--- src/iass_pkg.sv ---
// Package: constants and types for interpolation accel control and single-step
package iass_pkg;

    // ****************************************
    // Host command codes
    // ****************************************
    localparam logic [7:0] IASS_CMD_MODE      = 8'h2a;
    localparam logic [7:0] IASS_CMD_INSTOP    = 8'h57;
    localparam logic [7:0] IASS_CMD_DECEL_ON  = 8'h6d;
    localparam logic [7:0] IASS_CMD_DECEL_OFF = 8'h6e;
    localparam logic [7:0] IASS_CMD_STEP      = 8'h6f;

    // ****************************************
    // Mode word fields and reset values
    // ****************************************
    localparam int IASS_MODE_EQOFF_BIT = 8;
    localparam int IASS_MODE_SSTEP_BIT = 9;
    localparam logic IASS_DECEL_EN_RST = 1'b0;
    localparam logic IASS_SSTEP_RST    = 1'b0;
    localparam logic IASS_EQOFF_RST    = 1'b0;

    // ****************************************
    // Timing and sizes
    // ****************************************
    localparam int IASS_CLK_NS       = 10;
    localparam int IASS_EXT_LAT_MIN  = 2;
    localparam int IASS_EXT_LAT_MAX  = 5;
    localparam int IASS_EXT_LOW_MIN  = 4;
    localparam int IASS_AXES         = 4;
    localparam int IASS_CNT_W        = 32;
    localparam int IASS_PER_W        = 24;

    // ****************************************
    // Types
    // ****************************************
    typedef enum logic [1:0] {
        IASS_KIND_LINEAR,
        IASS_KIND_CIRCULAR,
        IASS_KIND_BITPAT
    } iass_kind_t;

    typedef enum logic [1:0] {
        IASS_ST_IDLE,
        IASS_ST_WAIT,
        IASS_ST_HIGH
    } iass_state_t;

    typedef struct packed {
        logic        valid;
        logic [7:0]  code;
        logic [15:0] data;
    } iass_hcmd_t;

    typedef struct packed {
        logic scurve_enable;
        logic auto_decel_enable;
        logic decel_start;
    } iass_decel_t;

endpackage : iass_pkg

--- src/iass_top.sv ---
// Interpolation acceleration/deceleration control and single-step pulse output
`timescale 1ns/1ns

// Contract
// - 6Dh enables, 6Eh disables interpolation deceleration
// - Deceleration disabled after reset
// - Enabling command ignored while driving
// - Linear allows trapezoid, S-curve, auto or manual; code also blocks S-curve while single-step mode is set
// - No S-curve with short axis equalization
// - Circular, bit pattern: trapezoid, manual only
// - Continuous: trapezoid, manual only
// - Count main pulses from tagged segment start
// - One step per command or external trigger
// - High half period, low until next trigger
// - Mode bit D9 of 2Ah enables single-step
// - Interpolation command arms without pulses
// - Each 6Fh outputs next pulses on axes
// - Instant stop then step ends drive
// - Step commands after finish ignored
// - External step idles high, falling edge triggers
// - Pulse starts 2 to 5 clocks after fall
// - External lows after finish ignored
// - No debounce on external step input
module iass_top
    import iass_pkg::*;
#(
    parameter int AXES  = IASS_AXES,
    parameter int CNT_W = IASS_CNT_W,
    parameter int PER_W = IASS_PER_W
) (
    // Clock and reset
    input  wire logic                clk,
    input  wire logic                sys_rst,
    // Host commands
    input  wire iass_hcmd_t          host_cmd,
    input  wire logic                interp_write,
    input  wire iass_kind_t          interp_kind,
    input  wire logic                interp_continuous,
    input  wire logic                scurve_select,
    input  wire logic [CNT_W-1:0]    manual_decel_point,
    input  wire logic [PER_W-1:0]    main_pulse_period,
    // Interpolation engine
    input  wire logic                drive_busy,
    input  wire logic                seg_enter,
    input  wire logic                main_pulse,
    input  wire logic                auto_decel_req,
    input  wire logic                interp_done,
    input  wire logic [AXES-1:0]     step_axes,
    // External step input
    input  wire logic                ext_step_trigger_n,
    // Deceleration control
    output iass_decel_t              decel_ctl,
    output logic                     decel_enabled,
    // Single-step
    output logic                     sstep_mode,
    output logic                     step_req,
    output logic                     drive_stop,
    output logic [AXES-1:0]          axis_pulse
);

    // ****************************************
    // Command decode
    // ****************************************
    function automatic logic cmd_is(input iass_hcmd_t c, input logic [7:0] code);
        cmd_is = c.valid && (c.code == code);
    endfunction : cmd_is
    wire logic cmd_on   = cmd_is(host_cmd, IASS_CMD_DECEL_ON);
    wire logic cmd_off  = cmd_is(host_cmd, IASS_CMD_DECEL_OFF);
    wire logic cmd_mode = cmd_is(host_cmd, IASS_CMD_MODE);
    wire logic cmd_step = cmd_is(host_cmd, IASS_CMD_STEP);
    wire logic cmd_stop = cmd_is(host_cmd, IASS_CMD_INSTOP);

    // ****************************************
    // Mode and deceleration enable
    // ****************************************
    logic eq_off;
    logic next_decel_enabled;
    logic next_sstep_mode;
    logic next_eq_off;

    always_comb begin
        next_decel_enabled = decel_enabled;
        next_sstep_mode    = sstep_mode;
        next_eq_off        = eq_off;
        if (cmd_on && !drive_busy) begin
            next_decel_enabled = 1'b1;
        end else if (cmd_off) begin
            next_decel_enabled = 1'b0;
        end
        if (cmd_mode) begin
            next_sstep_mode = host_cmd.data[IASS_MODE_SSTEP_BIT];
            next_eq_off     = host_cmd.data[IASS_MODE_EQOFF_BIT];
        end
    end
    always_ff @(posedge clk or posedge sys_rst) begin
        if (sys_rst) begin
            decel_enabled <= IASS_DECEL_EN_RST;
            sstep_mode    <= IASS_SSTEP_RST;
            eq_off        <= IASS_EQOFF_RST;
        end else begin
            decel_enabled <= next_decel_enabled;
            sstep_mode    <= next_sstep_mode;
            eq_off        <= next_eq_off;
        end
    end

    // ****************************************
    // Profile permission
    // ****************************************
    logic linear_single;
    logic auto_ok;
    logic scurve_ok;
    assign linear_single = (interp_kind == IASS_KIND_LINEAR) && !interp_continuous;
    assign auto_ok       = linear_single && decel_enabled;
    assign scurve_ok     = linear_single && eq_off && !sstep_mode;

    // ****************************************
    // Segment tag and manual point counter
    // ****************************************
    // Enable sampled at segment write: a chain counts from the marked segment's entry until done
    logic             seg_tag;
    logic             cnt_on;
    logic [CNT_W-1:0] seg_cnt;
    logic             decel_start;
    logic             next_seg_tag;
    logic             next_cnt_on;
    logic [CNT_W-1:0] next_seg_cnt;
    logic             next_decel_start;

    always_comb begin
        next_seg_tag     = seg_tag;
        next_cnt_on      = cnt_on;
        next_seg_cnt     = seg_cnt;
        next_decel_start = decel_start;
        if (interp_write) begin
            next_seg_tag = decel_enabled;
        end
        if (seg_enter && seg_tag && !cnt_on) begin
            next_cnt_on  = 1'b1;
            next_seg_cnt = '0;
        end else if (cnt_on && main_pulse && !(&seg_cnt)) begin
            next_seg_cnt = seg_cnt + 1'b1;
        end
        if (cnt_on && (seg_cnt > manual_decel_point)) begin
            next_decel_start = 1'b1;
        end else if (auto_ok && auto_decel_req) begin
            next_decel_start = 1'b1;
        end
        // Deceleration carries across segments until the drive ends
        if (interp_done) begin
            next_cnt_on      = 1'b0;
            next_seg_tag     = 1'b0;
            next_decel_start = 1'b0;
        end
    end
    always_ff @(posedge clk or posedge sys_rst) begin
        if (sys_rst) begin
            seg_tag     <= 1'b0;
            cnt_on      <= 1'b0;
            seg_cnt     <= '0;
            decel_start <= 1'b0;
        end else begin
            seg_tag     <= next_seg_tag;
            cnt_on      <= next_cnt_on;
            seg_cnt     <= next_seg_cnt;
            decel_start <= next_decel_start;
        end
    end

    assign decel_ctl.scurve_enable     = scurve_ok && scurve_select;
    assign decel_ctl.auto_decel_enable = auto_ok;
    assign decel_ctl.decel_start       = decel_start;

    // ****************************************
    // External step synchroniser
    // ****************************************
    // No filter: every clean low pulse gives exactly one falling-edge trigger
    logic ext_s1;
    logic ext_s2;
    logic ext_s3;
    always_ff @(posedge clk or posedge sys_rst) begin
        if (sys_rst) begin
            ext_s1 <= 1'b1;
            ext_s2 <= 1'b1;
            ext_s3 <= 1'b1;
        end else begin
            ext_s1 <= ext_step_trigger_n;
            ext_s2 <= ext_s1;
            ext_s3 <= ext_s2;
        end
    end

    wire logic ext_fall = ext_s3 && !ext_s2;

    // ****************************************
    // Single-step sequencer
    // ****************************************
    iass_state_t      state;
    iass_state_t      next_state;
    logic [PER_W-1:0] hcnt;
    logic [PER_W-1:0] next_hcnt;
    logic [AXES-1:0]  next_axis_pulse;
    logic             abort;
    logic             next_abort;
    logic             next_drive_stop;
    logic             fin;
    logic             next_fin;
    logic [PER_W-1:0] half_per;

    wire logic trig = cmd_step || ext_fall;
    assign half_per = (main_pulse_period > 1) ? (main_pulse_period >> 1) : PER_W'(1);
    assign step_req = trig && (state == IASS_ST_WAIT) && !abort;

    always_comb begin
        next_state      = state;
        next_hcnt       = hcnt;
        next_axis_pulse = axis_pulse;
        next_abort      = abort;
        next_drive_stop = 1'b0;
        next_fin        = fin;
        if (cmd_stop && state != IASS_ST_IDLE) begin
            next_abort = 1'b1;
        end
        case (state)
            IASS_ST_IDLE: begin
                if (interp_write && sstep_mode) begin
                    next_state = IASS_ST_WAIT;
                    next_abort = 1'b0;
                end
            end
            IASS_ST_WAIT: begin
                if (interp_done) begin
                    next_state = IASS_ST_IDLE;
                end else if (trig && abort) begin
                    next_state      = IASS_ST_IDLE;
                    next_drive_stop = 1'b1;
                    next_abort      = 1'b0;
                end else if (step_req) begin
                    next_state      = IASS_ST_HIGH;
                    next_axis_pulse = step_axes;
                    next_hcnt       = half_per - 1'b1;
                end
            end
            IASS_ST_HIGH: begin
                next_fin = fin || interp_done;
                if (hcnt == '0) begin
                    next_state      = next_fin ? IASS_ST_IDLE : IASS_ST_WAIT;
                    next_axis_pulse = '0;
                    next_fin        = 1'b0;
                end else begin
                    next_hcnt = hcnt - 1'b1;
                end
            end
            default: begin
                next_state = IASS_ST_IDLE;
            end
        endcase
    end
    always_ff @(posedge clk or posedge sys_rst) begin
        if (sys_rst) begin
            state      <= IASS_ST_IDLE;
            hcnt       <= '0;
            axis_pulse <= '0;
            abort      <= 1'b0;
            drive_stop <= 1'b0;
            fin        <= 1'b0;
        end else begin
            state      <= next_state;
            hcnt       <= next_hcnt;
            axis_pulse <= next_axis_pulse;
            abort      <= next_abort;
            drive_stop <= next_drive_stop;
            fin        <= next_fin;
        end
    end

    // ****************************************
    // Assertions
    // ****************************************
    property p_decel_on;
        @(posedge clk) disable iff (sys_rst)
        (cmd_on && !drive_busy && !cmd_off) |=> decel_enabled;
    endproperty
    a_decel_on: assert property (p_decel_on) else $error("decel enable missed");
    property p_decel_off;
        @(posedge clk) disable iff (sys_rst)
        (cmd_off && !(cmd_on && !drive_busy)) |=> !decel_enabled;
    endproperty
    a_decel_off: assert property (p_decel_off) else $error("decel disable missed");
    property p_reset_off;
        @(posedge clk) $fell(sys_rst) |-> !decel_enabled;
    endproperty
    a_reset_off: assert property (p_reset_off) else $error("decel on after reset");
    property p_busy_ignore;
        @(posedge clk) disable iff (sys_rst)
        (cmd_on && drive_busy && !cmd_off) |=> $stable(decel_enabled);
    endproperty
    a_busy_ignore: assert property (p_busy_ignore) else $error("enable taken while busy");
    property p_no_scurve_eq;
        @(posedge clk) disable iff (sys_rst)
        !eq_off |-> !decel_ctl.scurve_enable;
    endproperty
    a_no_scurve_eq: assert property (p_no_scurve_eq) else $error("s-curve in equalize");
    property p_manual_only;
        @(posedge clk) disable iff (sys_rst)
        (interp_kind != IASS_KIND_LINEAR || interp_continuous)
            |-> !decel_ctl.scurve_enable && !decel_ctl.auto_decel_enable;
    endproperty
    a_manual_only: assert property (p_manual_only) else $error("auto or s-curve allowed");
    property p_low_hold;
        @(posedge clk) disable iff (sys_rst)
        (state == IASS_ST_WAIT && !step_req) |=> axis_pulse == '0;
    endproperty
    a_low_hold: assert property (p_low_hold) else $error("pulse without trigger");
    property p_ext_latency;
        @(posedge clk) disable iff (sys_rst)
        ($fell(ext_step_trigger_n) && state == IASS_ST_WAIT && !abort && !cmd_step)
            ##1 (state == IASS_ST_WAIT && !interp_done && !cmd_step)[*2]
            |-> ##[0:2] step_req;
    endproperty
    a_ext_latency: assert property (p_ext_latency) else $error("ext step late");
    property p_idle_ignore;
        @(posedge clk) disable iff (sys_rst)
        (state == IASS_ST_IDLE && trig) |=> axis_pulse == '0 && state != IASS_ST_HIGH;
    endproperty
    a_idle_ignore: assert property (p_idle_ignore) else $error("step after finish");
    property p_manual_hit;
        @(posedge clk) disable iff (sys_rst)
        $rose(decel_start) |-> $past(seg_cnt > manual_decel_point && cnt_on)
            || $past(auto_ok && auto_decel_req);
    endproperty
    a_manual_hit: assert property (p_manual_hit) else $error("decel without cause");

endmodule : iass_top

--- config.mk ---
export PLATFORM = sky130hd
export DESIGN_NAME = iass_top
export DESIGN_NICKNAME = d
export VERILOG_FILES = /design/src/iass_pkg.sv /design/src/iass_top.sv
export SDC_FILE = /design/constraint.sdc
export NUM_CORES = 1
export LEC_CHECK = 0
export ABC_AREA = 1
export BUFFER_PORTS_ARGS = -buffer_cell sky130_fd_sc_hd__buf_2
export CORE_ASPECT_RATIO = 0.6
export CORE_UTILIZATION = 55
export DETAILED_ROUTE_END_ITERATION = 8
export GPL_ROUTABILITY_DRIVEN = 0
export MAX_ROUTING_LAYER = met4
export PLACE_DENSITY = 0.79
export REMOVE_ABC_BUFFERS = 1
export SLEW_MARGIN = 25
export SYNTH_ARGS = -nofsm -noshare
export SYNTH_HDL_FRONTEND = slang
export SYNTH_SLANG_ARGS = --single-unit
--- constraint.sdc ---
create_clock -name clk -period 2.4 [get_ports clk]
set_input_delay 0.36 -clock clk [delete_from_list [all_inputs] [get_ports clk]]
set_output_delay 0.36 -clock clk [all_outputs]
set_load 0.005 [all_outputs]
======== Word-level counts from Yosys, hierarchy flattened ========
Index checks and enable logic that the tools add are counted.
word-level totals
  bits in latches ......................... 0
  output and inout bits ................... 11
  memories ................................ 0
  bits of input ports ..................... 98
  register bits ........................... 74
  bits in read-only memories .............. 0
  RAM bits ................................ 0
operators by class
  equal/unequal tests ..................... 14
  reduce and logical (&&, ||, !) cells .... 46
  $mul .................................... 0
  shift operators ......................... 0
  $lt $le $gt $ge ......................... 2
  muxes and demuxes ....................... 38
  bitwise operators ....................... 0
  add/subtract/negate cells ............... 3
  div/mod/pow operators ................... 0
operators by type and width
  cell                                                             count
  2-to-1 mux 24 bit                                                4
  2-to-1 mux 32 bit                                                2
  one-hot mux 24 bit (2 select lines)                              1
  adder 32 x 1 -> 32 bit (second input constant)                   1
  == test 8 x 7 -> 1 bit (second input constant)                   4
  greater-than comparator 32 bit                                   1
  AND reduction 32 bit                                             1
  greater-than comparator 24 x 1 -> 1 bit (second input constant)  1
  zero test 24 bit                                                 1
  subtractor 23 x 1 -> 24 bit (second input constant)              1
  subtractor 24 x 1 -> 24 bit (second input constant)              1
  logical AND 1 bit                                                23
  2-to-1 mux 23 bit                                                1
  2-to-1 mux 1 bit                                                 18
  2-to-1 mux 4 bit                                                 4
  inequality test 2 bit (second input constant)                    6
  nonzero test 2 bit                                               6
  2-to-1 mux 2 bit                                                 5
  AND reduction 5 bit                                              2
  == test 8 x 6 -> 1 bit (second input constant)                   1
  one-hot mux 4 bit (2 select lines)                               1
  zero test 1 bit                                                  7
  one-hot mux 2 bit (3 select lines)                               1
  zero test 2 bit                                                  2
  other kinds (7)                                                  8

======== Longest topological paths before layout ========
Gate-level depths: netlist of run 1.
  word-level depth ........................ 9
  gate-level depth with buffers ........... 17
  gate-level depth less buffers ........... 17

======== Least setup slack after synthesis of run 1 ========
OpenSTA, ideal clock, no wires.
  kind .................................... register -> register
  start ................................... register state[1]
  end ..................................... register hcnt[22]
  setup time .............................. 0.117 ns
  stages on the path, launching flop included .. 16
  clock period less this slack ............ 1.999 ns
  buffers on the path ..................... 1
  slack ................................... 0.401 ns
  arrival ................................. 1.881 ns
  path through ............................ dfrtp_1 -> buf_6 -> inv_2 -> nor2_2 -> nand2_1 -> nand2_2 -> ha_1 -> inv_1 -> nor2_2 -> nand2_2 -> nor2_2 -> nand2_2 -> nor2_1 -> nand2_1 -> nand3_1 -> nand2_1
on the way
  cells in the longest elaborated chain, start to end .. 5
  elaborated cells on any way between the ends .. 11
ends and longest elaborated chain
  what                             line                              text
  start: declaration               iass_top.sv:198                   iass_state_t state;
  start signal: assignment         iass_top.sv:268                   state <= next_state;
  == test 2 x 1 -> 1 bit           iass_top.sv:212, iass_top.sv:224
  logical AND 1 bit (2 in series)  iass_top.sv:212                   assign step_req = trig && (state == IASS_ST_WAIT) && !abort;
  inequality test 2 bit (no line)  -
  AND reduction 5 bit (no line)    -
  end signal: assignment           iass_top.sv:269                   hcnt <= next_hcnt;
  end: declaration                 iass_top.sv:200                   logic [PER_W-1:0] hcnt;
Parallel ways exist; a longest one is shown, timed or not.
A chain may end at the register's enable or synchronous reset.

======== Final worst setup path of run 1 ========
  start ................................... register seg_cnt[1]
  end ..................................... register seg_cnt[11]
on the way
  cells in the longest elaborated chain, start to end .. 4
  elaborated cells on any way between the ends .. 7
ends and longest elaborated chain
  what                                                                            line             text
  start: declaration                                                              iass_top.sv:123  logic [CNT_W-1:0] seg_cnt;
  start signal: assignment                                                        iass_top.sv:165  seg_cnt <= next_seg_cnt;
  parallel branches: the longest is 4 deep, another holds adder 32 x 1 -> 32 bit  -
Several ways; the timed one is not identified. The select of a mux whose other input is x is not followed.

==> flow_summary.ini, run 1 <==
[status]
status = finished, final reports clean

[hold_path]
min_path_type = in2async

[sta]
max_freq_mhz = 442.8
rsz0062_at_grt = yes
setup-tns-final_ps = 0
setup_ws_ps = 141.4
min_period_ps = 2259
finClkSkew_ps = 5.737
slew_headroom_pct = 61.39
worstMarginPinSlew_ps = 574.7
drv_slew = 0
hold_viol_final = 0
finalCritPeriodShare_pct = 94.11
setup_viol = 0

[synth]
avgSynthCellArea_sq_um = 6.676
synth_top_area_share_pct = 30.84
synth-adder-area-share_pct = 7.383
netlist_area_sq_mm = 0.005762
ys_async_sr_fraction_pct = 100.0
ys_warn_count = 0
yosysUniqueCellTypes = 42
postSynthCellCount = 863
synth_compound_area_share_pct = 8.013
ys_ff_latch = 74
yosys-top-cells-area = dfrtp_1, nand2_1, nor2_1
synth_top_flop_cell = dfrtp_1
ys_seq_area_share_pct = 32.20
synthXorXnorAreaFrac_pct = 3.040
synth-edff-count = 0
yosysTopAreaCell = dfrtp_1
synthMuxAreaShare_pct = 0.3909
synth_top_family_by_area = simple AND/OR/NAND/NOR gates
synth-simple-area-share_pct = 39.98

[layout]
syn_to_final_growth_pct = 15.53
finalNetCount = 1091
diodes = 0
final_cell_mix = nand2_1, nor2_1, buf_2
drive_gt1_share_pct = 17.63
final_common_cell = nand2_1
fin_util_pct = 66.43

[setup_path]
end_kind = flop
crit_fanout = 17
worstSetupPathType = reg2reg
crit_start = seg_cnt[1]
cp.required_ps = 2630
start_kind = flop
regToRegStartpoint = seg_cnt[1]
cp.arrival_ps = 2490

[detailed_routing]
drc_errors = 0
vias_per_cell = 5.510
drt_iter0_drc = 620
ant_nets = 0
wire_per_inst_microns = 14.77
wl_mm = 16.23
firstDrtPassIters = 6
vias = 6056

[floorplanning]
fp.dieH_microns = 81.28
rows = 28
pin_count = 109
die_area_sq_mm = 0.01090
die_w_microns = 134.1
start_util_pct = 57.50
core_area_sq_mm = 0.01002

[flow_run]
maxCapViolations = 0

[clock_tree]
clk_path_buf_depth = 2
tritoncts = done
clkLatencyLatePin_ps = 340
clock-sinks = 74
post_cts_buffers = 0
root_buffer = clkbuf_16
clkTransAtPathRegs_ps = 60
ctsResizeCount = 0
numCtsBuffers = 9
h-tree-depth = 3
ctsHoldBuffers = 0

[pwr]
power_density_mw_per_mm2 = 441.0
leakagePower_nw = 3.301
vdd_drop_max_uv = 384.3

[place]
portBuffers = 93
dp_worst_setup_slack_ps = 189.2
hpwl_mm = 12.37

[global_routing]
grt_usage_pct = 31.75
grt_max_degree = 75
grt_antenna_before_repair = 0
grt_overflow = 0
grt_pass1_vias = 5087
grt_pass1_wl_mm = 25.63
==> cell families after synthesis <==
kind of cell / Yosys count
AND/OR/NAND/NOR: 535
adder cells (fa/ha/maj): 34
AO/OA/AOI/OAI: 81
flip-flops: 74
buffers and inverters: 117
XOR/XNOR: 20
multiplexers: 2
==> final timing paths <==
path,endpoint,slack [ps],depth (start not counted)
min in group clk,ext_s1,140,1
min,hcnt[7],100,3
min reg2reg,ext_s2,360,0
max in group asynchronous,ext_s2,1940,3
max reg2reg,seg_cnt[11],140,12
max,seg_cnt[11],140,12
==> final cells by class <==
type,count,area (sq um)
clock buffers,12,246.5
repair buffers,106,575.6
fillers,930,3363
inverters,96,366.6
clock inverters,4,51.30
flip-flops and latches,74,1857
well taps,135,168.9
multi-input cells,672,3391
==> power by group <==
part	internal, mW	switching [mW]
sequential	1.27	0.0148
combinational	0.105	0.160
clock	0.837	0.551
==> registers in the layout (all words and copies together), names as in the netlist <==
| register | cells |
|---|---|
| seg_cnt | 32 |
| abort | 1 |
| hcnt | 24 |
| state | 2 |
| sstep_mode | 1 |
| seg_tag | 1 |
| axis_pulse | 4 |
| eq_off | 1 |
| ext_s2 | 1 |
| cnt_on | 1 |
| ext_s3 | 1 |
| fin | 1 |
| drive_stop | 1 |
| decel_enabled | 1 |
| ext_s1 | 1 |
| decel_start | 1 |
==> synth_stat cells, types with 5 or more instances <==
library cell,count
nor3_1,28
nand2_2,10
a21oi_1,26
inv_1,88
nand2_1,270
buf_6,7
nor2_2,12
nand3_1,63
nor2_1,121
o21ai_0,27
nand4_1,17
xnor2_1,12
o21ai_1,9
dfrtp_1,71
buf_4,5
inv_2,8
buf_2,6
ha_1,34
xor2_1,8
==> per-layer routing <==
metal  track usage (%)  wire length, microns  vias up
met5                 -                     0        -
met4             5.506                   210        0
met3             7.428                  2092       30
met2             39.53                  5807      354
met1             50.20                  8122     2697
li1                  -                     -     2975
==> worst max-delay path: stages, from the launching register on <==
cell and delay, ps:
dfrtp_1 390, ha_1 190, nand3_1 170, nor2_2 200, nand3_2 120, nor2_1 150, nand2_1 110, nand2_4 140
nand2_4 160, inv_2 270, o21ai_0 130, nand2_1 80, nor2_1 40
==> through the flow <==
stage / std cells / area [sq um] / power, mW / hold WS (ps)
6_report: 1099 / 6656 / 2.936 / 95.24
3_3_place_gp: 1083 / 6349 / 1.563 / 345.7
3_5_place_dp: 1083 / 6349 / 1.569 / 355.6
4_1_cts: 1099 / 6646 / 2.934 / 113.8
5_1_grt: 1099 / 6656 / 3.021 / 131.5
2_1_floorplan: 842 / 5604 / 1.434 / 345.2
(Power assumes the default switching activity.)
==> run 2, diff against run 1 <==
--- a/config.mk
+++ b/config.mk
@@ -13,6 +13,7 @@
 export GPL_ROUTABILITY_DRIVEN = 0
 export MAX_ROUTING_LAYER = met4
 export PLACE_DENSITY = 0.79
+export RECOVER_POWER = 100
 export REMOVE_ABC_BUFFERS = 1
 export SLEW_MARGIN = 25
 export SYNTH_ARGS = -nofsm -noshare
==> run 2 against run 1 <==
Effect of this change: the run now ends with capacitance limit, slew limit left; register-to-register slack worse by 20 ps; setup slack got worse by 22 ps; non-clock buffer count unchanged; flip-flop and latch count unchanged; hold slack better by 21 ps; sequential share of layout area grew 0.14 points; critical path type unchanged.
==> flow_summary.ini, run 2 (synthesized netlist as in run 1, its figures left out) <==
[layout]
syn_to_final_growth_pct = 14.96
largest_reg_flops = 32
final_cell_area_sq_mm = 0.006624
final_cell_mix = nand2_1, nor2_1, inv_1
reg.largest.list = seg_cnt: 32 flops, hcnt: 24 flops, axis_pulse: 4 flops
diodes = 0
top_register = seg_cnt
final_common_cell = nand2_1
fin_util_pct = 66.11
finalNetCount = 1091
drive_gt1_share_pct = 16.39

[status]
violations = capacitance limit, slew limit
status = finished with violations

[detailed_routing]
wire_per_inst_microns = 14.76
met1_length_mm = 8.076
drt_iter0_drc = 630
wl_mm = 16.23
routed.top_layer = met4
ant_nets = 0
drc_errors = 0
vias_per_cell = 5.511
wl_met2_mm = 5.877
route.met3.wl_mm = 2.105
firstDrtPassIters = 6
vias = 6057

[pwr]
design_power_total_mw = 2.928
p_comb_share_pct = 8.9
power.share.sequential_pct = 43.8
leakagePower_nw = 3.259
switching_share_pct = 24.72
p_clk_share_pct = 47.3
switching_power_uw = 723.8
p_int_mw = 2.205
power_density_mw_per_mm2 = 442.1
vdd_drop_max_uv = 383.8

[sta]
worstMarginPinSlew_ps = 1874
min_period_ps = 2281
setup_ws_ps = 119.2
slew_headroom_pct = -24.95
setup_viol = 0
hold_viol_final = 0
setup-tns-final_ps = 0
finalCritPeriodShare_pct = 95.03
max_freq_mhz = 438.4
drv_slew = 75
rsz0062_at_grt = yes
finClkSkew_ps = 5.465

[setup_path]
crit_fanout = 17
end_kind = flop
cp.arrival_ps = 2510
ff2ff_path_depth = 12
ff2ff_setup_slack_ps = 120
cp.required_ps = 2630
r2r_end = seg_cnt[11]
worstSetupPathType = reg2reg
regToRegStartpoint = seg_cnt[1]
start_kind = flop

[floorplanning]
die_w_microns = 134.1
pin_count = 109
die_area_sq_mm = 0.01090
core_area_sq_mm = 0.01002
start_util_pct = 57.50
fp.dieH_microns = 81.28
rows = 28

[clock_tree]
tritoncts = done
clkLatencyLatePin_ps = 340
ctsHoldBuffers = 0
clkTransAtPathRegs_ps = 60
numCtsBuffers = 9
h-tree-depth = 3
clock-sinks = 74
root_buffer = clkbuf_16
clk_path_buf_depth = 2

[global_routing]
grt_pass1_wl_mm = 25.63
grt_antenna_before_repair = 0
grt_max_degree = 75
grt_pass1_vias = 5087
grt_overflow = 0
grt_usage_pct = 31.75

[hold_path]
min_path_type = in2reg
worstHoldStart = ext_step_trigger_n
hold_end = ext_s1
hold_depth = 1

[flow_run]
maxCapViolations = 1

[place]
placed_cell_area_sq_mm = 0.006349
portBuffers = 93
dp_worst_setup_slack_ps = 189.2
hpwl_mm = 12.37
run 2: power groups by stage:
stage	logic [mW]	registers (mW)	clock network, mW
3_5_place_dp	0.264	1.31	0
2_1_floorplan	0.132	1.30	0
3_3_place_gp	0.259	1.30	0
4_1_cts	0.266	1.28	1.39
5_1_grt	0.293	1.28	1.44
6_report	0.260	1.28	1.39
run 2: area by class of cell:
class                   count  area, sq um
clock buffers              12        246.5
clock inverters             4        51.30
fillers                   942         3396
inverters                  96        366.6
multi-input cells         672         3391
flip-flops and latches     74         1857
well taps                 135        168.9
repair buffers            106        543.0
run 2: routing by layer:
| layer | GRT usage, % | vias to the layer above |
|---|---|---|
| li1 | - | 2973 |
| met1 | 50.20 | 2714 |
| met2 | 39.53 | 347 |
| met3 | 7.428 | 23 |
| met4 | 5.506 | 0 |
| met5 | - | - |
run 2: stage by stage:
stage          std cells  hold slack [ps]
3_3_place_gp        1083            345.7
4_1_cts             1099            113.8
5_1_grt             1099            115.8
6_report            1099            116.5
3_5_place_dp        1083            355.6
2_1_floorplan        842            345.2
run 2: worst max path at each step:
stage,to,slack (ps),startpoint
6_report,seg_cnt[11],120,seg_cnt[1]
5_1_grt,hcnt[18],-20,state[1]
4_1_cts,hcnt[23],200,state[0]
3_5_place_dp,hcnt[14],190,main_pulse_period[7]
3_3_place_gp,hcnt[14],230,main_pulse_period[7]
2_1_floorplan,hcnt[14],2,state[1]
run 2: worst max-delay path: stages, from the launching register on:
cell	delay [ps]
dfrtp_1	390
ha_1	190
nand3_1	170
nor2_2	200
nand3_2	120
nor2_1	150
nand2_1	110
nand2_4	130
nand2_4	170
inv_2	280
o21ai_0	130
nand2_1	80
nor2_1	50
run 2: timing repair:
action                     4_1_cts  5_1_grt
hold endpoints to repair         0        0
setup endpoints to repair        0        8
resized for setup                0        4
setup buffers                    0        0
==> run 3, diff against run 2 <==
--- a/config.mk
+++ b/config.mk
@@ -15,6 +15,7 @@
 export PLACE_DENSITY = 0.79
 export RECOVER_POWER = 100
 export REMOVE_ABC_BUFFERS = 1
+export SETUP_SLACK_MARGIN = 0.3
 export SLEW_MARGIN = 25
 export SYNTH_ARGS = -nofsm -noshare
 export SYNTH_HDL_FRONTEND = slang
==> run 3 against run 2 <==
Effect of this change: the flow now finishes without violations; register-to-register slack gained 170 ps; global-route usage is 0.16 points higher; total power up 0.52%; count of clock-buffer cells in the layout did not move; cell count is 1.5% higher; via count is 1.6% higher; flip-flop and latch count did not move; wire length grew 3.1%; largest cell class unchanged.
==> flow_summary.ini, run 3 (synthesized netlist as in run 1, its figures left out) <==
[clock_tree]
h-tree-depth = 3
numCtsBuffers = 9
root_buffer = clkbuf_16
tritoncts = done
clk_path_buf_depth = 2
ctsHoldBuffers = 0
clkTransAtPathRegs_ps = 60
clock-sinks = 74
clkLatencyLatePin_ps = 340

[sta]
finalCritPeriodShare_pct = 88.07
rsz0062_at_grt = yes
min_period_ps = 2114
setup_viol = 0
max_freq_mhz = 473.1
setup-tns-final_ps = 0
holdWs_ps = 116.7
slew_headroom_pct = 53.78
worstMarginPinSlew_ps = 693.2
finClkSkew_ps = 7.408
hold_viol_final = 0
setup_ws_ps = 286.4
drv_slew = 0

[setup_path]
cp.arrival_ps = 2370
end_kind = flop
worstSetupPathType = reg2reg
crit_fanout = 17
cp.required_ps = 2660
start_kind = flop

[layout]
diodes = 0
largest_reg_flops = 32
top_register = seg_cnt
fin_util_pct = 68.73
final_cell_count_no_fill = 1116
final_cell_mix = nand2_1, nor2_1, inv_1
syn_to_final_growth_pct = 19.52
finalNetCount = 1108
reg.largest.list = seg_cnt: 32 flops, hcnt: 24 flops, axis_pulse: 4 flops
drive_gt1_share_pct = 19.37
final_common_cell = nand2_1

[place]
dp.cells = 1083
dp_worst_setup_slack_ps = 189.2
hpwl_mm = 12.37
portBuffers = 93

[floorplanning]
start_util_pct = 57.50
pin_count = 109
fp.dieH_microns = 81.28
core_area_sq_mm = 0.01002
rows = 28
die_w_microns = 134.1
die_area_sq_mm = 0.01090

[pwr]
p_comb_share_pct = 9.4
vdd_drop_max_uv = 382.0
switching_share_pct = 24.72
power.share.sequential_pct = 43.5
power_density_mw_per_mm2 = 427.4
leakagePower_nw = 3.400
p_clk_share_pct = 47.1
switching_power_uw = 727.5
p_int_mw = 2.216

[detailed_routing]
drt_iter0_drc = 702
firstDrtPassIters = 6
wl_mm = 16.73
vias_per_cell = 5.513
vias = 6153
drc_errors = 0
wire_per_inst_microns = 14.99
ant_nets = 0

[global_routing]
grt_pass1_wl_mm = 25.76
grt_pass1_vias = 5134
grt_overflow = 0
grt_antenna_before_repair = 0
grt_usage_pct = 31.91
grt_max_degree = 75

[flow_run]
maxCapViolations = 0

[status]
status = finished, final reports clean

[hold_path]
min_path_type = in2async
-- run 3: final timing paths --
kind / slack, ps / cells after the start / to / startpoint
max: 290 / 10 / seg_cnt[25] / seg_cnt[1]
min: 120 / 3 / hcnt[7] / sys_rst
max reg2reg: 290 / 10 / seg_cnt[25] / seg_cnt[1]
min reg2reg: 370 / 0 / ext_s2 / ext_s1
max in group asynchronous: 1910 / 3 / ext_s3 / sys_rst
min in group clk: 120 / 1 / ext_s1 / ext_step_trigger_n
-- run 3: per-stage QoR --
step / cell area, sq um / power [mW]
finish: 6887 / 2.944
global route: 6887 / 3.033
CTS: 6693 / 2.936
detailed placement: 6349 / 1.569
global placement: 6349 / 1.563
floorplan: 5604 / 1.434
-- run 3: final cells by class --
cell class | count | area (sq um)
Timing Repair Buffer | 122 | 684.4
Multi-Input combinational cell | 672 | 3493
Timing Repair inverter | 1 | 5.005
Tap cell | 135 | 168.9
Clock inverter | 4 | 51.30
Sequential cell | 74 | 1858
Clock buffer | 12 | 246.5
Inverter | 96 | 379.1
Fill cell | 890 | 3133
-- run 3: power groups by stage --
stage / combinational, mW / clock [mW] / sequential, mW
2_1_floorplan: 0.132 / 0 / 1.30
3_3_place_gp: 0.259 / 0 / 1.30
3_5_place_dp: 0.264 / 0 / 1.31
4_1_cts: 0.268 / 1.39 / 1.28
5_1_grt: 0.312 / 1.44 / 1.28
6_report: 0.277 / 1.38 / 1.28
-- run 3: layer usage --
metal  vias up  track usage [%]  wire length [microns]
met5         -                -                      0
met4         0            6.067                    197
met3        32            7.678                   2199
met2       393            39.74                   6115
met1      2724            50.12                   8220
li1       3004                -                      -
-- run 3: worst max-delay path, cell delays in order (launching register included) --
cell      delay (ps)
dfrtp_1          380
ha_1             180
nand3_1          170
nor2_1           210
nand3_2          130
nor2_1           150
nand2_1          110
nand2_4          160
nand2_8          140
clkbuf_2         220
o21ai_0          190
-- run 3: timing repair --
action                                 in CTS  in global routing
pin swaps                                   1                  5
gates resized for setup                     8                 38
gates cloned                                0                  1
buffers inserted                            2                 14
setup endpoints to repair                  24                 46
endpoints found under the hold margin       0                  0
